**config.mk**
```make
export PLATFORM = sky130hd
export DESIGN_NAME = gpfg_top
export DESIGN_NICKNAME = d
export VERILOG_FILES = /design/src/verilog/gpfg_pkg.sv /design/src/verilog/gpfg_top.sv
export SDC_FILE = /design/constraint.sdc
export NUM_CORES = 1
export LEC_CHECK = 0
export BUFFER_PORTS_ARGS = -buffer_cell sky130_fd_sc_hd__buf_2
export CAP_MARGIN = 20
export CORE_ASPECT_RATIO = 1.4
export CORE_MARGIN = 2
export CORE_UTILIZATION = 42
export CTS_CLUSTER_SIZE = 8
export DETAILED_ROUTE_END_ITERATION = 16
export GPL_TIMING_DRIVEN = 0
export HOLD_SLACK_MARGIN = 0.1
export PLACE_DENSITY = 0.78
export SLEW_MARGIN = 5
export SYNTH_ARGS = -nofsm -noshare
export SYNTH_HDL_FRONTEND = slang
export SYNTH_SLANG_ARGS = --single-unit
```
**constraint.sdc**
```tcl
create_clock -name aclk -period 1.6 [get_ports aclk]
set_input_delay 0 -clock aclk [delete_from_list [all_inputs] [get_ports aclk]]
set_output_delay 0 -clock aclk [all_outputs]
set_load 0.05 [all_outputs]
```
**src/verilog/gpfg_pkg.sv**
```systemverilog
// constants for the port f and port g general-purpose i/o block
package gpfg_pkg;
  // register byte addresses
  localparam logic [11:0] ADDR_F_LATCH = 12'h000;
  localparam logic [11:0] ADDR_F_DIR = 12'h004;
  localparam logic [11:0] ADDR_G_LATCH = 12'h008;
  localparam logic [11:0] ADDR_G_DIR = 12'h00c;
  localparam logic [11:0] ADDR_G_PULLUP = 12'h010;
  localparam logic [11:0] ADDR_CTRL = 12'h014;
  localparam logic [11:0] ADDR_RMW_READ = 12'h018;
  // field positions in the control register
  localparam int CTRL_FLOAT_BIT = 0;
  localparam int CTRL_RST_SEL_BIT = 1;
  localparam int CTRL_STOP_BIT = 2;
  localparam int CTRL_WATCH_BIT = 3;
  // implemented bit masks
  localparam logic [7:0] F_MASK = 8'h07;
  localparam logic [7:0] G_MASK = 8'h06;
  localparam int F_RST_PIN = 2;
  // reset values
  localparam logic [7:0] DIR_RESET = 8'h00;
  localparam logic [7:0] LATCH_RESET = 8'h00;
  localparam logic [7:0] PULLUP_RESET = 8'h00;
  localparam logic [3:0] CTRL_RESET = 4'h0;
  // axi responses
  localparam logic [1:0] RESP_OKAY = 2'b00;
  localparam logic [1:0] RESP_SLVERR = 2'b10;
  typedef enum logic [1:0] {
    GPFG_W_IDLE = 2'b00,
    GPFG_W_RESP = 2'b01
  } gpfg_wstate_t;
endpackage

```
**src/verilog/gpfg_top.sv**
```systemverilog
// port f / port g general-purpose i/o with an axi4-lite register slave
// Functional notes
// - port f pin is output when its direction bit is one, else input
// - port g pin is output when its direction bit is one, else input
// - output pin drives its output latch bit
// - data write always updates latch; input pins do not drive it
// - data read returns latch for output pins
// - input pins read pin level; read-modify-write read returns latch
// - reset clears all port f direction bits
// - reset clears all port g direction bits
// - float bit set in stop or watch: pins float, inputs forced low
// - float bit clear in stop or watch: pins keep their state
// - port g pull-up bit connects the internal pull-up
// - port g pull-up is off while the pin drives low
// - open-drain output with latch one floats instead of driving high
// - external reset select makes port f bit 2 the reset input
// - port f implements bits 0 to 2 only
// - port g implements bits 1 and 2 only
//
// The AXI4-Lite slave port and the address map were left to the implementer.
`timescale 1ns/1ns
module gpfg_top #(
  parameter logic [7:0] F_OPEN_DRAIN = 8'h00,
  parameter logic [7:0] G_OPEN_DRAIN = 8'h00
) (
  // clock, reset, enable
  input wire logic aclk,
  input wire logic aresetn,
  input wire logic clk_en,
  // axi4-lite write address
  input wire logic [11:0] s_axi_awaddr,
  input wire logic s_axi_awvalid,
  output logic s_axi_awready,
  // axi4-lite write data
  input wire logic [31:0] s_axi_wdata,
  input wire logic [3:0] s_axi_wstrb,
  input wire logic s_axi_wvalid,
  output logic s_axi_wready,
  // axi4-lite write response
  output logic [1:0] s_axi_bresp,
  output logic s_axi_bvalid,
  input wire logic s_axi_bready,
  // axi4-lite read address
  input wire logic [11:0] s_axi_araddr,
  input wire logic s_axi_arvalid,
  output logic s_axi_arready,
  // axi4-lite read data
  output logic [31:0] s_axi_rdata,
  output logic [1:0] s_axi_rresp,
  output logic s_axi_rvalid,
  input wire logic s_axi_rready,
  // port f pins
  input wire logic [2:0] port_f_in,
  output logic [2:0] port_f_out,
  output logic [2:0] port_f_oe,
  // port g pins
  input wire logic [2:1] port_g_in,
  output logic [2:1] port_g_out,
  output logic [2:1] port_g_oe,
  output logic [2:1] port_g_pullup_on,
  // reset pin function and blocked internal inputs
  output logic ext_reset_sel,
  output logic [2:0] port_f_int_in,
  output logic [2:1] port_g_int_in
);

  logic [7:0] f_latch_q, f_dir_q, g_latch_q, g_dir_q, g_pull_q;
  logic [3:0] ctrl_q;
  logic [2:0] f_sync1_q, f_sync2_q;
  logic [2:1] g_sync1_q, g_sync2_q;
  logic aw_hold_q, w_hold_q, bvalid_q, rvalid_q;
  logic [11:0] awaddr_q;
  logic [31:0] wdata_q;
  logic [3:0] wstrb_q;
  logic [1:0] bresp_q, rresp_q;
  logic [31:0] rdata_q;
  logic [2:0] f_out_q, f_oe_q, f_int_q;
  logic [2:1] g_out_q, g_oe_q, g_pu_q, g_int_q;
  logic rst_sel_q;

  // merge read data: latch for outputs, pin for inputs
  function automatic logic [7:0] port_read(input logic [7:0] latch, input logic [7:0] dir,
                                           input logic [7:0] pin, input logic [7:0] mask);
    port_read = ((latch & dir) | (pin & ~dir)) & mask;
  endfunction

  // pin level seen inside, padded to eight bits
  wire [7:0] f_pin8 = {5'h00, f_sync2_q};
  wire [7:0] g_pin8 = {5'h00, g_sync2_q, 1'b0};

  // standby float condition
  wire standby = ctrl_q[gpfg_pkg::CTRL_STOP_BIT] | ctrl_q[gpfg_pkg::CTRL_WATCH_BIT];
  wire float_all = standby & ctrl_q[gpfg_pkg::CTRL_FLOAT_BIT];

  // write path: both channels captured, then committed together
  wire aw_ok = aw_hold_q | s_axi_awvalid;
  wire w_ok = w_hold_q | s_axi_wvalid;
  wire [11:0] wr_addr = aw_hold_q ? awaddr_q : s_axi_awaddr;
  wire [31:0] wr_data = w_hold_q ? wdata_q : s_axi_wdata;
  wire [3:0] wr_strb = w_hold_q ? wstrb_q : s_axi_wstrb;
  wire wr_fire = clk_en & aw_ok & w_ok & ~bvalid_q;
  // only byte lane 0 carries register bits
  wire wr_lane0 = wr_fire & wr_strb[0];
  wire [7:0] wb = wr_data[7:0];
  wire wr_f_latch = wr_lane0 & (wr_addr == gpfg_pkg::ADDR_F_LATCH);
  wire wr_f_dir = wr_lane0 & (wr_addr == gpfg_pkg::ADDR_F_DIR);
  wire wr_g_latch = wr_lane0 & (wr_addr == gpfg_pkg::ADDR_G_LATCH);
  wire wr_g_dir = wr_lane0 & (wr_addr == gpfg_pkg::ADDR_G_DIR);
  wire wr_g_pull = wr_lane0 & (wr_addr == gpfg_pkg::ADDR_G_PULLUP);
  wire wr_ctrl = wr_lane0 & (wr_addr == gpfg_pkg::ADDR_CTRL);
  wire wr_hit = (wr_addr == gpfg_pkg::ADDR_F_LATCH) | (wr_addr == gpfg_pkg::ADDR_F_DIR)
              | (wr_addr == gpfg_pkg::ADDR_G_LATCH) | (wr_addr == gpfg_pkg::ADDR_G_DIR)
              | (wr_addr == gpfg_pkg::ADDR_G_PULLUP) | (wr_addr == gpfg_pkg::ADDR_CTRL);

  // read path: one address taken while no answer is pending
  wire rd_fire = clk_en & s_axi_arvalid & ~rvalid_q;
  wire [11:0] ra = s_axi_araddr;
  // pin for inputs, latch for outputs
  wire [7:0] f_norm = port_read(f_latch_q, f_dir_q, f_pin8, gpfg_pkg::F_MASK);
  wire [7:0] g_norm = port_read(g_latch_q, g_dir_q, g_pin8, gpfg_pkg::G_MASK);
  // rmw window: latches of both ports, f in byte 0, g in byte 1
  wire [31:0] rmw_word = {16'h0000, g_latch_q & gpfg_pkg::G_MASK, f_latch_q & gpfg_pkg::F_MASK};
  wire rd_hit = (ra == gpfg_pkg::ADDR_F_LATCH) | (ra == gpfg_pkg::ADDR_F_DIR)
              | (ra == gpfg_pkg::ADDR_G_LATCH) | (ra == gpfg_pkg::ADDR_G_DIR)
              | (ra == gpfg_pkg::ADDR_G_PULLUP) | (ra == gpfg_pkg::ADDR_CTRL)
              | (ra == gpfg_pkg::ADDR_RMW_READ);
  wire [31:0] rd_word =
      (ra == gpfg_pkg::ADDR_F_LATCH) ? {24'h000000, f_norm} :
      (ra == gpfg_pkg::ADDR_F_DIR) ? {24'h000000, f_dir_q} :
      (ra == gpfg_pkg::ADDR_G_LATCH) ? {24'h000000, g_norm} :
      (ra == gpfg_pkg::ADDR_G_DIR) ? {24'h000000, g_dir_q} :
      (ra == gpfg_pkg::ADDR_G_PULLUP) ? {24'h000000, g_pull_q} :
      (ra == gpfg_pkg::ADDR_CTRL) ? {28'h0000000, ctrl_q} :
      (ra == gpfg_pkg::ADDR_RMW_READ) ? rmw_word : 32'h00000000;

  // pin drive logic
  // port f direction
  // bit 2 released as reset input
  wire [2:0] f_od = F_OPEN_DRAIN[2:0];
  wire [2:0] f_gpio = {~ctrl_q[gpfg_pkg::CTRL_RST_SEL_BIT], 2'b11};
  wire [2:0] f_drive = f_dir_q[2:0] & f_gpio & ~(f_od & f_latch_q[2:0]);
  wire [2:1] g_od = G_OPEN_DRAIN[2:1];
  wire [2:1] g_drive = g_dir_q[2:1] & ~(g_od & g_latch_q[2:1]);
  wire [2:1] g_drive_low = g_drive & ~g_latch_q[2:1];

  // pin synchronisers
  always_ff @(posedge aclk) begin
    if (!aresetn) begin
      f_sync1_q <= 3'h0;
      f_sync2_q <= 3'h0;
      g_sync1_q <= 2'h0;
      g_sync2_q <= 2'h0;
    end else if (clk_en) begin
      f_sync1_q <= port_f_in;
      f_sync2_q <= f_sync1_q;
      g_sync1_q <= port_g_in;
      g_sync2_q <= g_sync1_q;
    end
  end

  // registers
  always_ff @(posedge aclk) begin
    if (!aresetn) begin
      f_latch_q <= gpfg_pkg::LATCH_RESET;
      f_dir_q <= gpfg_pkg::DIR_RESET;
      g_latch_q <= gpfg_pkg::LATCH_RESET;
      g_dir_q <= gpfg_pkg::DIR_RESET;
      g_pull_q <= gpfg_pkg::PULLUP_RESET;
      ctrl_q <= gpfg_pkg::CTRL_RESET;
    end else begin
      if (wr_f_latch) f_latch_q <= wb & gpfg_pkg::F_MASK;
      if (wr_f_dir) f_dir_q <= wb & gpfg_pkg::F_MASK;
      if (wr_g_latch) g_latch_q <= wb & gpfg_pkg::G_MASK;
      if (wr_g_dir) g_dir_q <= wb & gpfg_pkg::G_MASK;
      if (wr_g_pull) g_pull_q <= wb & gpfg_pkg::G_MASK;
      if (wr_ctrl) ctrl_q <= wb[3:0];
    end
  end

  // axi write channel handling
  always_ff @(posedge aclk) begin
    if (!aresetn) begin
      aw_hold_q <= 1'b0;
      w_hold_q <= 1'b0;
      awaddr_q <= 12'h000;
      wdata_q <= 32'h00000000;
      wstrb_q <= 4'h0;
      bvalid_q <= 1'b0;
      bresp_q <= gpfg_pkg::RESP_OKAY;
    end else if (clk_en) begin
      if (wr_fire) begin
        aw_hold_q <= 1'b0;
        w_hold_q <= 1'b0;
        bvalid_q <= 1'b1;
        bresp_q <= wr_hit ? gpfg_pkg::RESP_OKAY : gpfg_pkg::RESP_SLVERR;
      end else begin
        if (s_axi_awvalid & ~aw_hold_q & ~bvalid_q) begin
          aw_hold_q <= 1'b1;
          awaddr_q <= s_axi_awaddr;
        end
        if (s_axi_wvalid & ~w_hold_q & ~bvalid_q) begin
          w_hold_q <= 1'b1;
          wdata_q <= s_axi_wdata;
          wstrb_q <= s_axi_wstrb;
        end
        if (bvalid_q & s_axi_bready) bvalid_q <= 1'b0;
      end
    end
  end

  // axi read channel handling
  always_ff @(posedge aclk) begin
    if (!aresetn) begin
      rvalid_q <= 1'b0;
      rdata_q <= 32'h00000000;
      rresp_q <= gpfg_pkg::RESP_OKAY;
    end else if (clk_en) begin
      if (rd_fire) begin
        rvalid_q <= 1'b1;
        rdata_q <= rd_word;
        rresp_q <= rd_hit ? gpfg_pkg::RESP_OKAY : gpfg_pkg::RESP_SLVERR;
      end else if (rvalid_q & s_axi_rready) begin
        rvalid_q <= 1'b0;
      end
    end
  end

  // registered pin outputs
  always_ff @(posedge aclk) begin
    if (!aresetn) begin
      f_out_q <= 3'h0;
      f_oe_q <= 3'h0;
      g_out_q <= 2'h0;
      g_oe_q <= 2'h0;
      g_pu_q <= 2'h0;
      f_int_q <= 3'h0;
      g_int_q <= 2'h0;
      rst_sel_q <= 1'b0;
    end else if (clk_en) begin
      f_out_q <= f_latch_q[2:0];
      g_out_q <= g_latch_q[2:1];
      f_oe_q <= float_all ? 3'h0 : f_drive;
      g_oe_q <= float_all ? 2'h0 : g_drive;
      f_int_q <= float_all ? 3'h0 : f_sync2_q;
      g_int_q <= float_all ? 2'h0 : g_sync2_q;
      g_pu_q <= g_pull_q[2:1] & ~(float_all ? 2'h0 : g_drive_low);
      rst_sel_q <= ctrl_q[gpfg_pkg::CTRL_RST_SEL_BIT];
    end
  end

  // port f bit 2 drive is gated off in hardware while reset select is set
  assign s_axi_awready = ~aw_hold_q & ~bvalid_q;
  assign s_axi_wready = ~w_hold_q & ~bvalid_q;
  assign s_axi_bvalid = bvalid_q;
  assign s_axi_bresp = bresp_q;
  assign s_axi_arready = ~rvalid_q;
  assign s_axi_rvalid = rvalid_q;
  assign s_axi_rdata = rdata_q;
  assign s_axi_rresp = rresp_q;
  assign port_f_out = f_out_q;
  assign port_f_oe = f_oe_q;
  assign port_g_out = g_out_q;
  assign port_g_oe = g_oe_q;
  assign port_g_pullup_on = g_pu_q;
  assign port_f_int_in = f_int_q;
  assign port_g_int_in = g_int_q;
  assign ext_reset_sel = rst_sel_q;

endmodule

```
==> results of run 1 <==
worst register-to-register path, stage by stage (launching register included):
cell	delay [ns]
dfxtp_4	0.37
or4_4	0.43
nor2_4	0.18
o211ai_4	0.15
nor4_4	0.38
mux2i_1	0.21
logic make-up (layout without fill, tap and decap cells):
kind of cell / after synthesis / in the layout / share of synthesized area [%]
multiplexers: 62 / 62 / 16.93
AO/OA/AOI/OAI: 54 / 54 / 11.13
AND/OR/NAND/NOR: 140 / 140 / 23.63
buffers and inverters: 52 / 171 / 8.833
flip-flops: 73 / 73 / 39.38
other: 1 / 28 / 0.1010
power groups by stage:
stage | Clock, mW | Combinational (mW) | Sequential (mW)
after global routing | 2.31 | 0.860 | 1.91
after global placement | 0 | 0.706 | 1.94
after floorplan | 0 | 0.532 | 1.98
final | 2.19 | 0.806 | 1.91
after CTS | 2.21 | 0.789 | 1.90
after detailed placement | 0 | 0.719 | 1.94
state kept, by name, indices dropped and copies added, names as in the netlist, 4 cells and up:
register and count:
awaddr_q 12, s_axi_rdata 6, ctrl_q 4, wdata_q 4
layer usage:
metal / part of all wire, % / up-vias / wire length [um] / global-route usage [%]
met1: 41 / 1477 / 3817 / 22.41
met3: 4.9 / 26 / 464 / 3.589
met2: 51 / 100 / 4838 / 36.56
met4: 3.2 / 0 / 297 / 11.18
met5: 0 / - / 0 / 0
li1: - / 1570 / - / -
cells in the final DEF (no fill, tap or decap), types with 10 or more instances in the layout:
| cell type | synthesis | final |
|---|---|---|
| buf_2 | 2 | 70 |
| dfxtp_1 | 73 | 70 |
| mux2i_1 | 56 | 55 |
| buf_4 | 30 | 37 |
| nor2b_1 | 35 | 35 |
| nand2_1 | 32 | 32 |
| conb_1 | 1 | 28 |
| dlygate4sd3_1 | 0 | 27 |
| nand2b_1 | 15 | 15 |
| nand3_1 | 16 | 15 |
| clkbuf_1 | 14 | 14 |
| a21boi_1 | 10 | 10 |
stage by stage:
| stage | std cells | setup slack [ns] | util, % | hold WS, ns | cell area (um^2) |
|---|---|---|---|---|---|
| 2_1_floorplan | 409 | -0.05948 | - | 0.1379 | 3826 |
| 3_3_place_gp | 582 | -0.2313 | 49.93 | 0.2678 | 4298 |
| 3_5_place_dp | 582 | -0.2447 | 49.93 | 0.2711 | 4298 |
| 4_1_cts | 629 | -0.2028 | 57.49 | -0.03362 | 4949 |
| 5_1_grt | 633 | -0.2696 | 58.10 | -0.01746 | 5001 |
| 6_report | 633 | -0.1919 | 58.10 | -0.02333 | 5001 |
final timing paths:
check / startpoint / endpoint / slack (ns) / cells past startpoint
worst min-delay path: s_axi_awaddr[10] / awaddr_q[10]$_SDFFE_PN0P_ / -0.02 / 3
worst min register to register: s_axi_rdata[10]$_SDFFE_PN0P_ / s_axi_rdata[10]$_SDFFE_PN0P_ / 0.45 / 2
worst max register to register: aw_hold_q$_SDFFE_PN0P_ / g_latch_q[1]$_SDFFE_PN0P_ / -0.19 / 5
worst max-delay path: aw_hold_q$_SDFFE_PN0P_ / g_latch_q[1]$_SDFFE_PN0P_ / -0.19 / 5
layout make-up:
type,instances,area share [%]
timing repair buffer,103,13.41
clock buffer,10,4.779
clock inverter,6,1.826
inverter,1,0.1501
tap,105,2.627
multi-input combinational,284,41.26
buffer,51,6.555
sequential,73,29.40
repair_timing:
action,4_1_cts,5_1_grt
gates cloned,1,0
setup endpoints to repair,27,32
buffers inserted,3,4
pin swaps,3,6
gates resized for setup,5,4
endpoints found under the hold margin,37,1
==> run metrics, run 1 <==
outcome finished, violations left; failing checks hold timing, setup timing; Cell variety after synth 57; FF+latch count, synth 73; sequential share of power 38.9%; Yosys top cell area share 39.38%; Die Wd 83.45 um; CP max FO 7; Hold Crit Class input pin to flop; Mapped Cells 382; Largest delay share family, worst path simple AND/OR/NAND/NOR gates; antenna violations before repair 0; multi-input logic area 0.002063 mm^2; Synth Flop Type dfxtp_1; P_leak 2.139 nW; Via density 5.013; grt ovf 0; setup tns final -2.504 ns; final setup margin -0.1919 ns; syn avg cell area 9.715 um^2; CTS Hold Bufs 27; area grow syn2layout 34.76%; Cell Chain, Critical Path or4_4 > nor2_4 > o211ai_4 > nor4_4 > mux2i_1; via count 3,173; Final nets 596; Rows 40; post-synth top area cell dfxtp_1; skew final 0.009465 ns; critical path startpoint category flop; Logic pwr share 16.4%; # IOs 132; clk_lat worst skew 0.33 ns; fillers 753; number of max-cap violations 0; Max VDD drop 966.0 uV; RSZ-0062 raised after global routing true; RePlAce Congestion 0.9252; CP Class flop to flop; most frequent cells after synthesis 73 x dfxtp_1, 56 x mux2i_1, 35 x nor2b_1, 32 x nand2_1, 30 x buf_4; sequential area share after synthesis 39.38%; wire length per cell 14.88 um; GRT Total Usage 20.18%; CTS Buffer Depth 2; I/O Buffers 68; largest net degree at the start of global routing 14; top cells by area, synth dfxtp_1 39%, mux2i_1 15%, buf_4 6.1%, nor2b_1 5.9%, nand2_1 3.2%; clk root buf clkbuf_16; vias in the first global route 3,208; sw frac 26.69%; EDFF count, synth 0; mapped cell area 0.003711 mm^2; final setup fails 25; Crit. End Element flop; Pwr Density 980.4 mW/mm^2; Critical Path RT 1.87 ns; Tot Pwr 4.903 mW; Async SR Flop Fraction 0%; post-DP HPWL 6855 um; Storage cell area 0.001470 mm^2; CTS sink count 73; Int Power 3.595 mW; Slew HR 53.79%; DRC violations left 0; H-tree levels 3; DIE AREA 0.009615 mm^2; synth warn 0; WHS -0.02333 ns; most frequent cell after synthesis dfxtp_1; delay of the slowest cell on the worst path 0.43 ns; Pre-antenna DRT Iters 4; period utilization 112.0%; Worst Tran Pin Value 0.6932 ns; Die Y 115.2 um; layout cells sized above 1 29.92%; DRT iter0 DRCs 117; area of the core 0.008608 mm^2; Clock Power Share 44.7%; Initial Util 43.11%; Final Hold Fails 1; switching pwr 1.309 mW; first-pass GRT wire length 15,350 um; final slew viol count 0; Highest Clock Rate 558.1 MHz; Buf/Inv on CP 0; crit path time final 1.792 ns; Crit path arrival time 2.06 ns; CTS tree built; antenna viol nets, final 0; Crit-path slowest cell or4_4; # diodes 0; clk slew on worst S/H paths 0.06 ns; CTS buffer count 9; WL final 9418 um
Note: power is estimated with default switching activity, not from simulation.
==> run 2, diff against run 1 <==
ABC_AREA = 1   (was unset)
PLACE_DENSITY = 0.79   (was 0.78)
==> run metrics, run 2 <==
delay of the slowest cell on the worst path 0.39 ns (-0.04 ns); Synth Flop Type dfxtp_1; WHS 0.1225 ns (+0.1458 ns); Highest Clock Rate 598.8 MHz (+7.3%); DRC violations left 0 (unchanged); number of max-cap violations 0 (unchanged); Clock Power Share 41.9% (-2.8 points); commonest non-fill, non-tap cell in the layout buf_2; FF+latch count, synth 73 (unchanged); final setup margin -0.06993 ns (+0.1220 ns); Crit path arrival time 1.90 ns (-0.16 ns); largest net degree at the start of global routing 12 (-2); GRT Total Usage 22.59% (+2.4 points); sequential area share after synthesis 41.30% (+1.9 points); switching pwr 1.428 mW (+9.1%); Via density 5.021 (+0.17%); CTS Buffer Depth 2 (unchanged); Final nets 722 (+21%); RePlAce Congestion 0.9047 (-2.2%); vias in the first global route 3,581 (+12%); area of the core 0.008149 mm^2 (-5.3%); Cell Chain, Critical Path buf_12 > nand3_1 > o31ai_4 > nand3_2 > nor3_4 > nand2_2 > o21ai_1 > a21oi_1; Worst Tran Pin Value 0.6119 ns (-0.08128 ns); sw frac 28.79% (+2.1 points); CTS buffer count 9 (unchanged); worst r2r path cells 8 (+3); Max VDD drop 542.6 uV (-44%); post-route cell area 0.004925 mm^2 (-1.5%); hold path depth 5 (+2); Logic pwr share 18.7% (+2.3 points); DP Area 0.004149 mm^2 (-3.5%); synth warn 0 (unchanged); skew final 0.009031 ns (-0.0004344 ns); layout cells sized above 1 25.54% (-4.4 points); met1 WL 3765 um (-1.4%); period utilization 104.4% (-7.6 points); outcome finished, violations left; Async SR Flop Fraction 0% (unchanged); R2R Path Start aw_hold_q$_SDFFE_PN0P_; setup tns final -0.5841 ns (+1.920 ns); Hold Startpoint aresetn; clk root buf clkbuf_16; Pwr Density 1007 mW/mm^2 (+2.7%); Mapped Cells 503 (+32%); Largest register FFs 12 (unchanged); antenna viol nets, final 0 (unchanged); clk_lat worst skew 0.34 ns (about the same); # IOs 132 (unchanged); final slew viol count 0 (unchanged); Initial Util 43.42% (+0.31 points); CTS sink count 73 (unchanged); most frequent cell after synthesis nand2_1; Cell variety after synth 35 (-39%); H-tree levels 3 (unchanged); Rows 39 (-2.5%); DRT iter0 DRCs 260 (+120%); sequential share of power 39.4% (+0.5 points); failing checks setup timing; reg-to-reg setup timing slack -0.07 ns (+0.12 ns); via count 3,796 (+20%); post-DP HPWL 7166 um (+4.5%); RSZ-0062 raised after global routing true; area grow syn2layout 39.18%; # diodes 0 (unchanged); Hold Crit Class input pin to flop; commonest non-fill, non-tap cells in the layout 72 x buf_2, 71 x nand2_1, 70 x dfxtp_1; crit path time final 1.670 ns (-0.1220 ns); Crit. End Element flop; EDFF count, synth 0 (unchanged); Largest delay share family, worst path simple AND/OR/NAND/NOR gates; critical path startpoint category flop; CP max FO 10 (+3); Die Wd 81.58 um (-2.2%); Int Power 3.532 mW (-1.7%); WL met3 660 um (+42%); wire length per cell 13.50 um (-9.2%); DR WL met2 5261 um (+8.7%); mapped cell area 0.003538 mm^2 (-4.7%); Finished Layout Cells 756 (+19%); Crit-path slowest cell dfxtp_4; antenna violations before repair 0 (unchanged); final setup fails 14 (-44%); DR top layer met4; placed cells 704 (+21%); P_leak 2.257 nW (+5.5%); Tot Pwr 4.960 mW (+1.2%); syn avg cell area 7.035 um^2 (-28%); fillers 689 (-8.5%); most frequent cells after synthesis 76 x nand2_1, 73 x dfxtp_1, 70 x nor2_1, 63 x o21ai_0, 55 x inv_1; WL final 10,210 um (+8.4%); top cells by area, synth dfxtp_1 41%, o21ai_0 8.9%, nand2_1 8.1%, nor2_1 7.4%, a21oi_1 7.2%; Buf/Inv on CP 1 (+1); Critical Path RT 1.83 ns (-0.04 ns); first-pass GRT wire length 16,120 um (+5.0%); Biggest register awaddr_q; post-synth top area cell dfxtp_1; CP Class flop to flop; Die Y 112.6 um (-2.3%); CTS tree built; clk slew on worst S/H paths 0.06 ns (about the same); Pre-antenna DRT Iters 7 (+3); FF-to-FF End f_dir_q[1]$_SDFFE_PN0P_; Yosys top cell area share 41.30% (+1.9 points); I/O Buffers 72 (+5.9%); Worst Hold End s_axi_rdata[2]$_SDFFE_PN0P_; grt ovf 0 (unchanged); Slew HR 59.21% (+5.4 points); Final Hold Fails 0 (-1); DIE AREA 0.009185 mm^2 (-4.5%)
==> run 2: cell count changes after synthesis, sizes merged, moves of 35 or more <==
cell | previous run | this run
nand2 | 33 | 78
nor2 | 11 | 74
mux2i | 56 | 1
inv | 1 | 58
nor2b | 35 | 0
o21ai | 6 | 74
a21oi | 9 | 51
==> run 2: stage by stage <==
step                      util (%)  worst slack [ns]
final                        60.43          -0.06993
after global routing         60.43           -0.1666
after CTS                    59.59          -0.07434
after detailed placement     50.91           -0.1780
after global placement       50.91           -0.1668
after floorplan                  -           0.01474
==> run 2: repair_timing <==
action,in CTS,in global routing
pin swaps,7,6
buffers inserted,4,3
endpoints found under the setup margin,20,29
gates resized for setup,29,10
hold buffers,27,2
hold endpoints to repair,28,1
==> run 2: cell families (layout without fill, tap and decap cells) <==
| group | Yosys count | in the layout | synth area share [%] |
|---|---|---|---|
| buffers and inverters | 103 | 227 | 14.14 |
| other | 1 | 28 | 0.1060 |
| multiplexers | 1 | 1 | 0.3889 |
| AO/OA/AOI/OAI | 138 | 138 | 21.11 |
| AND/OR/NAND/NOR | 187 | 187 | 22.95 |
| flip-flops | 73 | 73 | 41.30 |
==> run 2: worst max-delay path by stage <==
stage | start | to | slack [ns] | depth (start not counted)
2_1_floorplan | aw_hold_q$_SDFFE_PN0P_ | awaddr_q[9]$_SDFFE_PN0P_ | 0.01 | 7
3_3_place_gp | aw_hold_q$_SDFFE_PN0P_ | f_dir_q[2]$_SDFFE_PN0P_ | -0.17 | 7
3_5_place_dp | aw_hold_q$_SDFFE_PN0P_ | f_dir_q[1]$_SDFFE_PN0P_ | -0.18 | 7
4_1_cts | aw_hold_q$_SDFFE_PN0P_ | f_latch_q[1]$_SDFFE_PN0P_ | -0.07 | 8
5_1_grt | aw_hold_q$_SDFFE_PN0P_ | s_axi_bresp[1]$_SDFFE_PN0P_ | -0.17 | 10
6_report | aw_hold_q$_SDFFE_PN0P_ | f_dir_q[1]$_SDFFE_PN0P_ | -0.07 | 8
==> run 2: per-layer routing <==
| layer | GRT usage [%] | vias to the layer above |
|---|---|---|
| met5 | 0 | - |
| li1 | - | 1889 |
| met4 | 14.78 | 0 |
| met3 | 3.055 | 42 |
| met1 | 23.46 | 1678 |
| met2 | 40.87 | 187 |
==> run 2: layout make-up <==
cell class	count	area [um^2]	share of cell area, %
Buffer	44	291.5	5.920
Clock buffer	14	274.0	5.564
Clock inverter	2	35.03	0.7114
Inverter	59	225.2	4.573
Multi-Input combinational cell	354	1798	36.51
Sequential cell	73	1470	29.85
Tap cell	102	127.6	2.591
Timing Repair Buffer	108	703.2	14.28
==> run 2: power by group through the flow <==
stage / Sequential (mW) / Combinational, mW / Clock [mW]
after floorplan: 2.09 / 0.517 / 0
after global placement: 1.99 / 0.792 / 0
after detailed placement: 1.99 / 0.805 / 0
after CTS: 1.95 / 0.896 / 2.09
after global routing: 1.96 / 0.996 / 2.16
final: 1.96 / 0.926 / 2.08
==> run 2: worst register-to-register path: cells and delay by family, from the launching register on <==
family | cells | cell delay (ns)
AND/OR/NAND/NOR | 4 | 0.70
flip-flops | 1 | 0.39
AO/OA/AOI/OAI | 3 | 0.31
buffers and inverters | 1 | 0.15
